**config.mk**
```make
export PLATFORM = sky130hd
export DESIGN_NAME = periph_irq
export DESIGN_NICKNAME = d
export VERILOG_FILES = /design/src/include/pirq_pkg.sv /design/src/hdl/pin_sync.sv /design/src/hdl/periph_irq.sv
export SDC_FILE = /design/constraint.sdc
export NUM_CORES = 1
export LEC_CHECK = 0
export BUFFER_PORTS_ARGS = -buffer_cell sky130_fd_sc_hd__buf_2
export CORE_ASPECT_RATIO = 0.8
export CORE_MARGIN = 2
export CORE_UTILIZATION = 30
export CTS_BUF_LIST = sky130_fd_sc_hd__clkbuf_4 sky130_fd_sc_hd__clkbuf_8
export DETAILED_ROUTE_END_ITERATION = 6
export GPL_ROUTABILITY_DRIVEN = 0
export PLACE_DENSITY_LB_ADDON = 0.3
export SLEW_MARGIN = 5
export SYNTH_ARGS = -nofsm -noshare
export SYNTH_HDL_FRONTEND = slang
export SYNTH_HIERARCHICAL = 1
export SYNTH_SLANG_ARGS = --single-unit
```
**constraint.sdc**
```tcl
create_clock -name clock_i -period 3.3 [get_ports clock_i]
set_input_delay 0 -clock clock_i [delete_from_list [all_inputs] [get_ports clock_i]]
set_output_delay 0 -clock clock_i [all_outputs]
set_load 0.01 [all_outputs]
```
**src/include/pirq_pkg.sv**
```systemverilog
// Constants for the peripheral interrupt flag, enable and priority block
`default_nettype none
package pirq_pkg;
  // Register byte offsets on the bus
  localparam logic [7:0] OFS_FLAGS_SECOND = 8'h00;
  localparam logic [7:0] OFS_FLAGS_THIRD = 8'h04;
  localparam logic [7:0] OFS_EN_FIRST = 8'h08;
  localparam logic [7:0] OFS_EN_SECOND = 8'h0C;
  localparam logic [7:0] OFS_EN_THIRD = 8'h10;
  localparam logic [7:0] OFS_PRIO_FIRST = 8'h14;
  localparam logic [7:0] OFS_PRIO_SECOND = 8'h18;
  localparam logic [7:0] OFS_PRIO_THIRD = 8'h1C;
  localparam logic [7:0] OFS_CORE_CTRL = 8'h20;
  // Field positions
  localparam int BIT_OSC_FAIL = 7;
  localparam int BIT_COMPARATOR = 6;
  localparam int BIT_SERIAL1_COLL = 3;
  localparam int BIT_CAPCMP2 = 0;
  localparam int BIT_SERIAL2_DONE = 7;
  localparam int BIT_SERIAL2_COLL = 6;
  localparam int BIT_PARALLEL_PORT = 7;
  localparam int BIT_PRIO_LEVELS_ON = 2;
  localparam int BIT_PERIPH_GLOBAL_EN = 1;
  localparam int BIT_GLOBAL_IRQ_EN = 0;
  // Implemented-bit masks
  localparam logic [7:0] MASK_SECOND = 8'hC9;
  localparam logic [7:0] MASK_THIRD = 8'hC0;
  // Reset values
  localparam logic [7:0] RST_FLAGS = 8'h00;
  localparam logic [7:0] RST_EN = 8'h00;
  localparam logic [7:0] RST_PRIO = 8'hFF;
  localparam logic [2:0] RST_CORE_CTRL = 3'h0;
  // Capture/compare modes
  typedef enum logic [1:0] {CC_CAPTURE, CC_COMPARE, CC_PWM, CC_OFF}
    capcmp_mode_e;
endpackage
`default_nettype wire

```
**src/hdl/pin_sync.sv**
```systemverilog
// Three-stage pin synchroniser with agreement check and rise pulse
`default_nettype none
module pin_sync
  import pirq_pkg::*;
#(
  parameter int WIDTH = 1
)
(
  // Clock and reset
  input wire logic clock_i,
  input wire logic nrst_i,
  // Pin side
  input wire logic [WIDTH-1:0] pin_i,
  // Synchronous side
  output logic [WIDTH-1:0] level_o,
  output logic [WIDTH-1:0] rise_o
);
  logic [WIDTH-1:0] s1, s2, s3;
  if (WIDTH < 1)
    $error("pin_sync: WIDTH must be at least 1");
  always_ff @(posedge clock_i or negedge nrst_i)
    if (!nrst_i)
    begin
      s1 <= '0;
      s2 <= '0;
      s3 <= '0;
      level_o <= '0;
    end
    else
    begin
      s1 <= pin_i;
      s2 <= s1;
      s3 <= s2;
      // A change counts only once stages two and three agree
      level_o <= (s2 == s3) ? s3 : level_o;
    end
  assign rise_o = ((s2 == s3) ? s3 : level_o) & ~level_o;
endmodule
`default_nettype wire

```
**src/hdl/periph_irq.sv**
```systemverilog
// Peripheral interrupt flags, enables and priorities behind AHB-Lite
// Operation
// RULE_01 - Oscillator failure sets flag bit 7 of second flags; software clears.
// RULE_02 - Comparator input change sets bit 6 of second flags until cleared.
// RULE_03 - Serial port 1 collision sets bit 3 of second flags.
// RULE_04 - Capture or compare event sets bit 0; ignored in PWM mode.
// RULE_05 - Serial port 2 done sets bit 7 of third flags.
// RULE_06 - Serial port 2 collision sets bit 6 of third flags.
// RULE_07 - Unimplemented bits of all these registers read zero.
// RULE_08 - Enable bit beside each flag allows (1) or blocks (0) it.
// RULE_09 - Without priority levels, peripheral global enable must also be set.
// RULE_10 - Priority bit beside each flag: 1 high, 0 low.
// RULE_11 - Priority bits only matter while priority levels are on.
// RULE_12 - First enable/priority bits 7..0 map the eight first-group sources.
// RULE_13 - On 28-pin variant, bit 7 of first enable/priority reads zero.
// RULE_14 - Flags set regardless of enables so software can poll.
// RULE_15 - With levels on, low global enable gates low-priority sources.
// RULE_16 - Software clears flags before enabling and after servicing.
// RULE_17 - Drive high or low request when enabled flag meets gating.
//
// The address map and the AHB-Lite slave port were decided locally.
`default_nettype none
module periph_irq
  import pirq_pkg::*;
#(
  parameter bit PINS_28 = 1'b0
)
(
  // Clock and reset
  input wire logic clock_i,
  input wire logic nrst_i,
  // AHB-Lite slave
  input wire logic hsel_i,
  input wire logic [31:0] haddr_i,
  input wire logic [1:0] htrans_i,
  input wire logic hwrite_i,
  input wire logic [2:0] hsize_i,
  input wire logic [31:0] hwdata_i,
  input wire logic hready_i,
  output logic [31:0] hrdata_o,
  output logic hreadyout_o,
  output logic hresp_o,
  // Second/third group event pins and capture/compare mode from peripherals
  input wire logic osc_fail_i,
  input wire logic comparator_change_i,
  input wire logic serial1_collision_i,
  input wire logic capcmp2_event_i,
  input wire logic [1:0] capcmp2_mode_i,
  input wire logic serial2_done_i,
  input wire logic serial2_collision_i,
  // First-group flags, kept in another register
  input wire logic [7:0] flags_first_i,
  // Requests to the core
  output logic irq_high_o,
  output logic irq_low_o
);
  logic [7:0] flags2, flags3, en1, en2, en3, pr1, pr2, pr3;
  logic [2:0] core_ctrl;
  logic [7:0] wr_addr;
  logic wr_pend;
  logic [5:0] ev_rise;
  logic [7:0] set2, set3;
  logic [7:0] mask_first;
  logic [23:0] pend, prio;
  logic prio_on, periph_en, glob_en, any_high, any_low;

  // Small package has no parallel port, so bit 7 of group one is absent
  localparam logic [7:0] MASK_FIRST = PINS_28 ? 8'h7F : 8'hFF;
  assign mask_first = MASK_FIRST; // RULE_13

  pin_sync #(.WIDTH(6)) u_sync (
    .clock_i(clock_i),
    .nrst_i(nrst_i),
    .pin_i({osc_fail_i, comparator_change_i, serial1_collision_i,
      capcmp2_event_i, serial2_done_i, serial2_collision_i}),
    .level_o(),
    .rise_o(ev_rise)
  );

  // Bus write address captured in the address phase
  always_ff @(posedge clock_i or negedge nrst_i)
    if (!nrst_i)
    begin
      wr_pend <= 1'b0;
      wr_addr <= 8'h00;
    end
    else if (hready_i)
    begin
      wr_pend <= hsel_i && htrans_i[1] && hwrite_i;
      wr_addr <= haddr_i[7:0];
    end

  function automatic logic hit(input logic [7:0] a, input logic [7:0] o);
    hit = wr_pend && (a == o);
  endfunction

  always_comb
  begin
    set2 = 8'h00;
    set3 = 8'h00;
    set2[BIT_OSC_FAIL] = ev_rise[5]; // RULE_01
    set2[BIT_COMPARATOR] = ev_rise[4]; // RULE_02
    set2[BIT_SERIAL1_COLL] = ev_rise[3]; // RULE_03
    set2[BIT_CAPCMP2] = ev_rise[2] &&
      (capcmp2_mode_i == CC_CAPTURE || capcmp2_mode_i == CC_COMPARE); // RULE_04
    set3[BIT_SERIAL2_DONE] = ev_rise[1]; // RULE_05
    set3[BIT_SERIAL2_COLL] = ev_rise[0]; // RULE_06
  end

  // Flags: a set in the clearing cycle wins; writing 1 can also set
  always_ff @(posedge clock_i or negedge nrst_i)
    if (!nrst_i)
    begin
      flags2 <= RST_FLAGS;
      flags3 <= RST_FLAGS;
    end
    else
    begin
      flags2 <= ((hit(wr_addr, OFS_FLAGS_SECOND) ? hwdata_i[7:0] : flags2)
        | set2) & MASK_SECOND; // RULE_14
      flags3 <= ((hit(wr_addr, OFS_FLAGS_THIRD) ? hwdata_i[7:0] : flags3)
        | set3) & MASK_THIRD; // RULE_07
    end

  always_ff @(posedge clock_i or negedge nrst_i)
    if (!nrst_i)
    begin
      en1 <= RST_EN;
      en2 <= RST_EN;
      en3 <= RST_EN;
      pr1 <= RST_PRIO & MASK_FIRST;
      pr2 <= RST_PRIO & MASK_SECOND;
      pr3 <= RST_PRIO & MASK_THIRD;
      core_ctrl <= RST_CORE_CTRL;
    end
    else if (wr_pend)
    begin
      if (wr_addr == OFS_EN_FIRST)
        en1 <= hwdata_i[7:0] & mask_first; // RULE_12
      else if (wr_addr == OFS_EN_SECOND)
        en2 <= hwdata_i[7:0] & MASK_SECOND; // RULE_07
      else if (wr_addr == OFS_EN_THIRD)
        en3 <= hwdata_i[7:0] & MASK_THIRD;
      else if (wr_addr == OFS_PRIO_FIRST)
        pr1 <= hwdata_i[7:0] & mask_first; // RULE_13
      else if (wr_addr == OFS_PRIO_SECOND)
        pr2 <= hwdata_i[7:0] & MASK_SECOND;
      else if (wr_addr == OFS_PRIO_THIRD)
        pr3 <= hwdata_i[7:0] & MASK_THIRD;
      else if (wr_addr == OFS_CORE_CTRL)
        core_ctrl <= hwdata_i[2:0];
    end

  // Read data registered in the address phase: zero wait states
  // A read pipelined behind a write to the same register sees the old value
  always_ff @(posedge clock_i or negedge nrst_i)
    if (!nrst_i)
      hrdata_o <= 32'h0000_0000;
    else if (hready_i && hsel_i && htrans_i[1] && !hwrite_i)
    begin
      if (haddr_i[7:0] == OFS_FLAGS_SECOND)
        hrdata_o <= {24'h00_0000, flags2};
      else if (haddr_i[7:0] == OFS_FLAGS_THIRD)
        hrdata_o <= {24'h00_0000, flags3};
      else if (haddr_i[7:0] == OFS_EN_FIRST)
        hrdata_o <= {24'h00_0000, en1};
      else if (haddr_i[7:0] == OFS_EN_SECOND)
        hrdata_o <= {24'h00_0000, en2};
      else if (haddr_i[7:0] == OFS_EN_THIRD)
        hrdata_o <= {24'h00_0000, en3};
      else if (haddr_i[7:0] == OFS_PRIO_FIRST)
        hrdata_o <= {24'h00_0000, pr1};
      else if (haddr_i[7:0] == OFS_PRIO_SECOND)
        hrdata_o <= {24'h00_0000, pr2};
      else if (haddr_i[7:0] == OFS_PRIO_THIRD)
        hrdata_o <= {24'h00_0000, pr3};
      else if (haddr_i[7:0] == OFS_CORE_CTRL)
        hrdata_o <= {29'h0000_0000, core_ctrl};
      else
        hrdata_o <= 32'h0000_0000;
    end

  assign hreadyout_o = 1'b1;
  assign hresp_o = 1'b0;

  assign prio_on = core_ctrl[BIT_PRIO_LEVELS_ON];
  assign periph_en = core_ctrl[BIT_PERIPH_GLOBAL_EN];
  assign glob_en = core_ctrl[BIT_GLOBAL_IRQ_EN];
  assign pend = {flags_first_i & en1 & mask_first, flags2 & en2,
    flags3 & en3}; // RULE_08
  assign prio = {pr1, pr2, pr3}; // RULE_10
  assign any_high = |(pend & prio);
  assign any_low = |(pend & ~prio);

  // Requests registered so they are glitch-free
  always_ff @(posedge clock_i or negedge nrst_i)
    if (!nrst_i)
    begin
      irq_high_o <= 1'b0;
      irq_low_o <= 1'b0;
    end
    else if (prio_on)
    begin
      irq_high_o <= glob_en && any_high; // RULE_11
      irq_low_o <= glob_en && periph_en && any_low; // RULE_15
    end
    else
    begin
      irq_high_o <= glob_en && periph_en && |pend; // RULE_09 RULE_17
      irq_low_o <= 1'b0;
    end
endmodule
`default_nettype wire

```
==> results of run 1 <==
## flip-flops by register name, summed over array words and instances, names as in the netlist
| register | cells |
|---|---|
| pr1 | 8 |
| pr2 | 4 |
| u_sync/s3 | 6 |
| wr_addr | 8 |
| en3 | 2 |
| core_ctrl | 3 |
| u_sync/s2 | 6 |
| irq_low_o | 1 |
| wr_pend | 1 |
| hrdata_o | 8 |
| u_sync/level_o | 6 |
| pr3 | 2 |
| flags3 | 2 |
| irq_high_o | 1 |
| en2 | 4 |
| u_sync/s1 | 6 |
| flags2 | 4 |
| en1 | 8 |
## worst max-delay path, stage by stage, from the launching register on
cell and delay (ps):
dfrtp_1 420, or4b_4 570, nor3b_2 530, mux2i_1 240, o21ai_0 90, dlygate4sd3_1 560
## routing by layer
metal / global-route usage / wire [um] / up-vias
li1: - / - / 1329
met1: 0.2051 / 4764 / 1424
met2: 0.2124 / 4086 / 113
met3: 0.04586 / 700 / 9
met4: 0.04071 / 99 / 0
met5: 0 / 0 / -
## cell families (layout without fill, tap and decap cells)
group / count (synthesis) / count (layout)
xor+xnor: 6 / 6
other cells: 2 / 26
buf+inv: 42 / 90
flops: 80 / 80
mux: 51 / 51
compound gates: 49 / 49
simple gates: 106 / 106
## synth_stat cells (7+ instances only)
cell type	n
dfrtp_1	66
mux2_2	42
buf_4	26
nand2_1	19
dfstp_2	14
nor2_1	13
nand3_1	11
clkbuf_1	9
nor3b_1	8
and3_1	7
nand3b_1	7
nand4_1	7
o22ai_1	7
## timing repair
item / CTS / global route
endpoints found under the setup margin: 0 / 0
hold buffers: 24 / 0
endpoints found under the hold margin: 112 / 0
setup buffers: 0 / 0
## area by class of cell
class                      count  area share
timing repair buffer          70      0.1003
sequential                    80      0.4282
tap                          175     0.04643
clock buffer                  12     0.03237
inverter                       4    0.003184
multi-input combinational    238      0.3783
clock inverter                 4     0.01114
## how the worst max path moves through the flow
| stage | start | to | slack, ps | cells past startpoint |
|---|---|---|---|---|
| after floorplan | wr_addr[4] | en1[0] | 1440 | 3 |
| after global placement | wr_addr[4] | en1[1] | 1170 | 3 |
| after detailed placement | wr_addr[7] | en1[2] | 1150 | 3 |
| after CTS | wr_addr[7] | flags2[0] | 750 | 5 |
| after global routing | wr_addr[7] | flags2[0] | 600 | 5 |
| final | wr_addr[7] | flags2[0] | 760 | 5 |
## power breakdown
part | leakage, nW | switching, mW | total, mW | internal [mW]
sequential | 0.969 | 0.0980 | 1.18 | 1.09
clock | 0.108 | 0.369 | 0.760 | 0.390
combinational | 0.979 | 0.142 | 0.304 | 0.161
total | 2.06 | 0.610 | 2.25 | 1.64
## per-stage QoR
stage	worst slack [ps]	power [mW]	utilization	cells	area, um^2
6_report	757.1	2.247	0.3651	583	4716
5_1_grt	601.0	2.359	0.3651	583	4716
4_1_cts	745.1	2.277	0.3651	583	4716
3_5_place_dp	1150	1.480	0.3306	543	4270
3_3_place_gp	1169	1.468	0.3306	543	4270
2_1_floorplan	1436	1.379	-	360	4075
==> flow_metrics.tcl, run 1 <==
set metrics [dict create \
    outcome "completed" \
    min_period_ps 2543 \
    h-tree-depth 3 \
    synth_seq_cells 80 \
    fin_crit_sh 0.7706 \
    async_reset_ff_frac 1.000 \
    power_density_nw_per_um2 476.4 \
    clk_root_buffer_cell "clkbuf_8" \
    synth_area_per_cell_um2 11.86 \
    hold_class "in2reg" \
    cp_data_arrival_time_ps 2790 \
    ctsResizeCount 0 \
    grt_overflow_total 0 \
    timing.rr.end "flags2[0]" \
    dp_hpwl_um 7034 \
    cts_tree "built" \
    die_w_um 132.9 \
    path_max_fanout 7 \
    final_common_cell "dfrtp_1" \
    grt_pass1_vias 2922 \
    cts_max_path_buffers 2 \
    setup_viol 0 \
    core_area_um2 12920 \
    wirelength_um 9651 \
    max_cap_viol_count 0 \
    synthFlopType "dfrtp_1" \
    synth.distinct_cells 56 \
    worstMarginPinSlew_ps 1013 \
    avgRoutedWirePerCell_um 16.55 \
    rows 37 \
    port_buffers 46 \
    n_fill_cell 1292 \
    clk_pin_slew_ps 80 \
    synth_compound_area_frac 0.09231 \
    clock.fmax_mhz 393.2 \
    drt-pass1-iter-count 4 \
    die-area_um2 14230 \
    ir_drop_mv 0.2065 \
    grtUsageTotal 0.1448 \
    drtIter0Drc 180 \
    finalSetupTns_ps 0 \
    yosys.area_share.xor_xnor 0.01319 \
    antenna_found_initial 0 \
    ff2ff_path_depth 5 \
    skew_ps 10.23 \
    synth_edf_count 0 \
    critical_path_class "reg2reg" \
    cts.sink_count 80 \
    synthMuxAreaShare 0.1526 \
    clk_latency_ps 360 \
    drive_above_1_share 0.3309 \
    post-route-drc-count 0 \
    synthAdderAreaFrac 0 \
    synthSimpleGateAreaFrac 0.1651 \
    maxSlewHeadroom 0.3248 \
    dieHeight_um 107.1 \
    routed-via-count 2875 \
    grt_max_degree 81 \
    whs_ps 27.34 \
    antenna_cells 0 \
    final_cell_mix "dfrtp_1 (66), buf_2 (45), mux2_2 (42)" \
    endpoint_kind "flop" \
    synth_top_area_frac 0.4144 \
    ant_nets 0 \
    cp-start-kind "flop" \
    multiInputGateArea_um2 1784 \
    grt_pass1_wl_um 15710 \
    drv_slew 0 \
    r2r-start "wr_addr[7]" \
    ys_seq_area_frac 0.5068 \
    io_pins 126 \
    area_growth_pct 18.34 \
    initial_utilization 0.3085 \
    power_leakage_nw 2.055 \
    worstPathRequired_ps 3540 \
    synth_top_family_by_area "simple AND/OR/NAND/NOR gates" \
    synth_area_leaders "dfrtp_1 (41%), mux2_2 (12%), dfstp_2 (9.2%)" \
    vias_per_cell 4.931 \
    register_area_um2 2019 \
    yosys_warnings 6 \
    hp-start "hready_i" \
    hold_viol 0 \
    num-nets-final 493 \
    hold_depth 2 \
    holdPathEnd "wr_pend" \
    cts_buffers 9 \
    synthCells 336 \
    rrSetupSlack_ps 760 \
    syn-cell-area_um2 3985 \
    rsz0062_at_grt "no" \
    synth_top_area_cell "dfrtp_1" \
]
No activity file was read; power rests on OpenSTA's default activity.
==> inputs of run 2 (changes only) <==
- ABC_AREA: unset -> 1
- clock period: 3.3 -> 2.4 ns (I/O delays scaled with it)
==> run 2 against run 1 <==
  * Clock skew is 0.95 ps lower
  * Sequential cell count stayed put
  * Core utilization is 0.063 points lower
  * First-iteration DRC count is 39% higher
  * Worst setup slack worse by 77 ps
  * Synthesized cell count is 40% higher
  * Critical path depth is 5 higher
  * Die area is 0.91% lower
  * Critical path type is now in2reg
  * Critical endpoint is now hrdata_o[3]
==> flow_metrics.tcl, run 2 <==
set metrics [dict create \
    hold_depth 5 \
    dp_hpwl_um 6964 \
    synth_area_leaders "dfrtp_1 (42%), nand2_1 (12%), dfstp_2 (9.3%)" \
    cts_tree "built" \
    clk_latency_ps 370 \
    vias_per_cell 4.625 \
    syn-cell-area_um2 3948 \
    cts.sink_count 80 \
    drtIter0Drc 251 \
    ant_nets 0 \
    ys_seq_area_frac 0.5116 \
    area_growth_pct 18.83 \
    final_util 0.3645 \
    post-route-drc-count 0 \
    cts_buffers 9 \
    rsz0062_at_grt "no" \
    antenna_found_initial 0 \
    synth.distinct_cells 32 \
    grt_max_degree 81 \
    synth_seq_cells 80 \
    rrSetupSlack_ps 880 \
    skew_ps 9.279 \
    h-tree-depth 3 \
    synth_edf_count 0 \
    post-cts-setup-buffers 0 \
    hold_class "in2reg" \
    core_area_um2 12870 \
    cp_data_arrival_time_ps 1990 \
    final_common_cell "nand2_1" \
    outcome "completed" \
    worstPathRequired_ps 2670 \
    synth_top_cells_by_count "nand2_1 (128), dfrtp_1 (66), inv_1 (44)" \
    max_cap_viol_count 0 \
    synth_area_per_cell_um2 8.381 \
    critPathSlowestCell "dlygate4sd3_1" \
    clk_root_buffer_cell "clkbuf_8" \
    avgRoutedWirePerCell_um 13.10 \
    p_total_mw 2.893 \
    fin_crit_sh 0.7164 \
    synth_top_area_frac 0.4184 \
    clk_pin_slew_ps 80 \
    final_cell_mix "nand2_1 (128), dfrtp_1 (66), buf_2 (45)" \
    die_w_um 132.3 \
    cts_max_path_buffers 2 \
    setup_viol 0 \
    endpoint_kind "flop" \
    post-place-ws_ps 893.5 \
    power_density_nw_per_um2 616.8 \
    rows 37 \
    maxSlewHeadroom 0.3389 \
    cp-start-kind "input pin" \
    drive_above_1_share 0.2026 \
    clock.fmax_mhz 581.6 \
    max_stage_delay_ps 540 \
    synthFlopType "dfrtp_1" \
    fin_ws_ps 680.6 \
    grtUsageTotal 0.1435 \
    grt_overflow_total 0 \
    critical_path.cell_chain "dlygate4sd3_1 > buf_2 > inv_1 > nand2_1 > nor2_2 > nand2_2 > o21ai_1 > nand4_1 > o21ai_1 > inv_1" \
    wirelength_um 9468 \
    port_buffers 46 \
    drt-pass1-iter-count 7 \
    finalSetupTns_ps 0 \
    synthCells 471 \
    grt_pass1_vias 3284 \
    worstMarginPinSlew_ps 991.7 \
    routed-via-count 3344 \
    synth_top_area_cell "dfrtp_1" \
    hold_viol 0 \
    grt_pass1_wl_um 15890 \
    dieHeight_um 106.6 \
    drv_slew 0 \
    antenna_cells 0 \
    min_period_ps 1719 \
    yosys_warnings 6 \
    path_max_fanout 12 \
    die-area_um2 14100 \
    num-nets-final 633 \
    ir_drop_mv 0.3372 \
    whs_ps 18.87 \
    critical_path_class "in2reg" \
    synth_most_common_cell "nand2_1" \
    async_reset_ff_frac 1.000 \
    initial_utilization 0.3067 \
    power_leakage_nw 2.482 \
    io_pins 126 \
    ff2ff_path_depth 6 \
]
[run 2: timing repair]
item	CTS	global route
gates resized for setup	0	0
hold buffers	23	0
hold endpoints to repair	100	0
[run 2: metal layers]
layer / track usage / part of all wire / up-vias
li1: - / - / 1638
met3: 0.03877 / 0.074 / 23
met5: 0 / 0 / -
met4: 0.04301 / 0.020 / 0
met2: 0.2169 / 0.42 / 141
met1: 0.2017 / 0.49 / 1542
[run 2: logic make-up (layout without fill, tap and decap cells)]
family	after synthesis	in the layout	synth area share
AND/OR/NAND/NOR	231	231	0.2675
buffers and inverters	82	135	0.1084
flip-flops	80	80	0.5116
AO/OA/AOI/OAI	75	75	0.1084
other	2	26	0.001902
XOR/XNOR	1	1	0.002219
[run 2: area by class of cell]
type	instances	area, um^2
clock inverters	7	87.58
well taps	175	219.0
clock buffers	9	123.9
multi-input cells	333	1590
repair buffers	69	462.9
flip-flops and latches	80	2019
inverters	50	187.7
fillers	1349	8179
[run 2: worst max-delay path: cells and delay by family]
| family | cells | cell delay (ps) |
|---|---|---|
| simple gates | 4 | 880 |
| compound gates | 2 | 300 |
| buf+inv | 4 | 800 |
[run 2: power breakdown]
group          switching [mW]  total (mW)  leakage [nW]  internal [mW]
Clock                   0.557        1.06         0.108          0.504
Combinational           0.203       0.326          1.50          0.123
Sequential             0.0629        1.51         0.874           1.44
[run 2: through the flow]
step	instances	cell area, um^2
3_5_place_dp	684	4249
4_1_cts	723	4691
3_3_place_gp	684	4249
6_report	723	4691
2_1_floorplan	495	4038
5_1_grt	723	4691
[run 2: path summary, 6_finish.rpt]
path                               from      endpoint
hold reg to reg            u_sync/s1[5]  u_sync/s2[5]
max in group asynchronous        nrst_i   hrdata_o[0]
min in group asynchronous        nrst_i     flags2[0]
hold / removal              htrans_i[1]   hrdata_o[2]
setup reg to reg             wr_addr[1]     flags2[7]
setup / recovery             haddr_i[5]   hrdata_o[3]
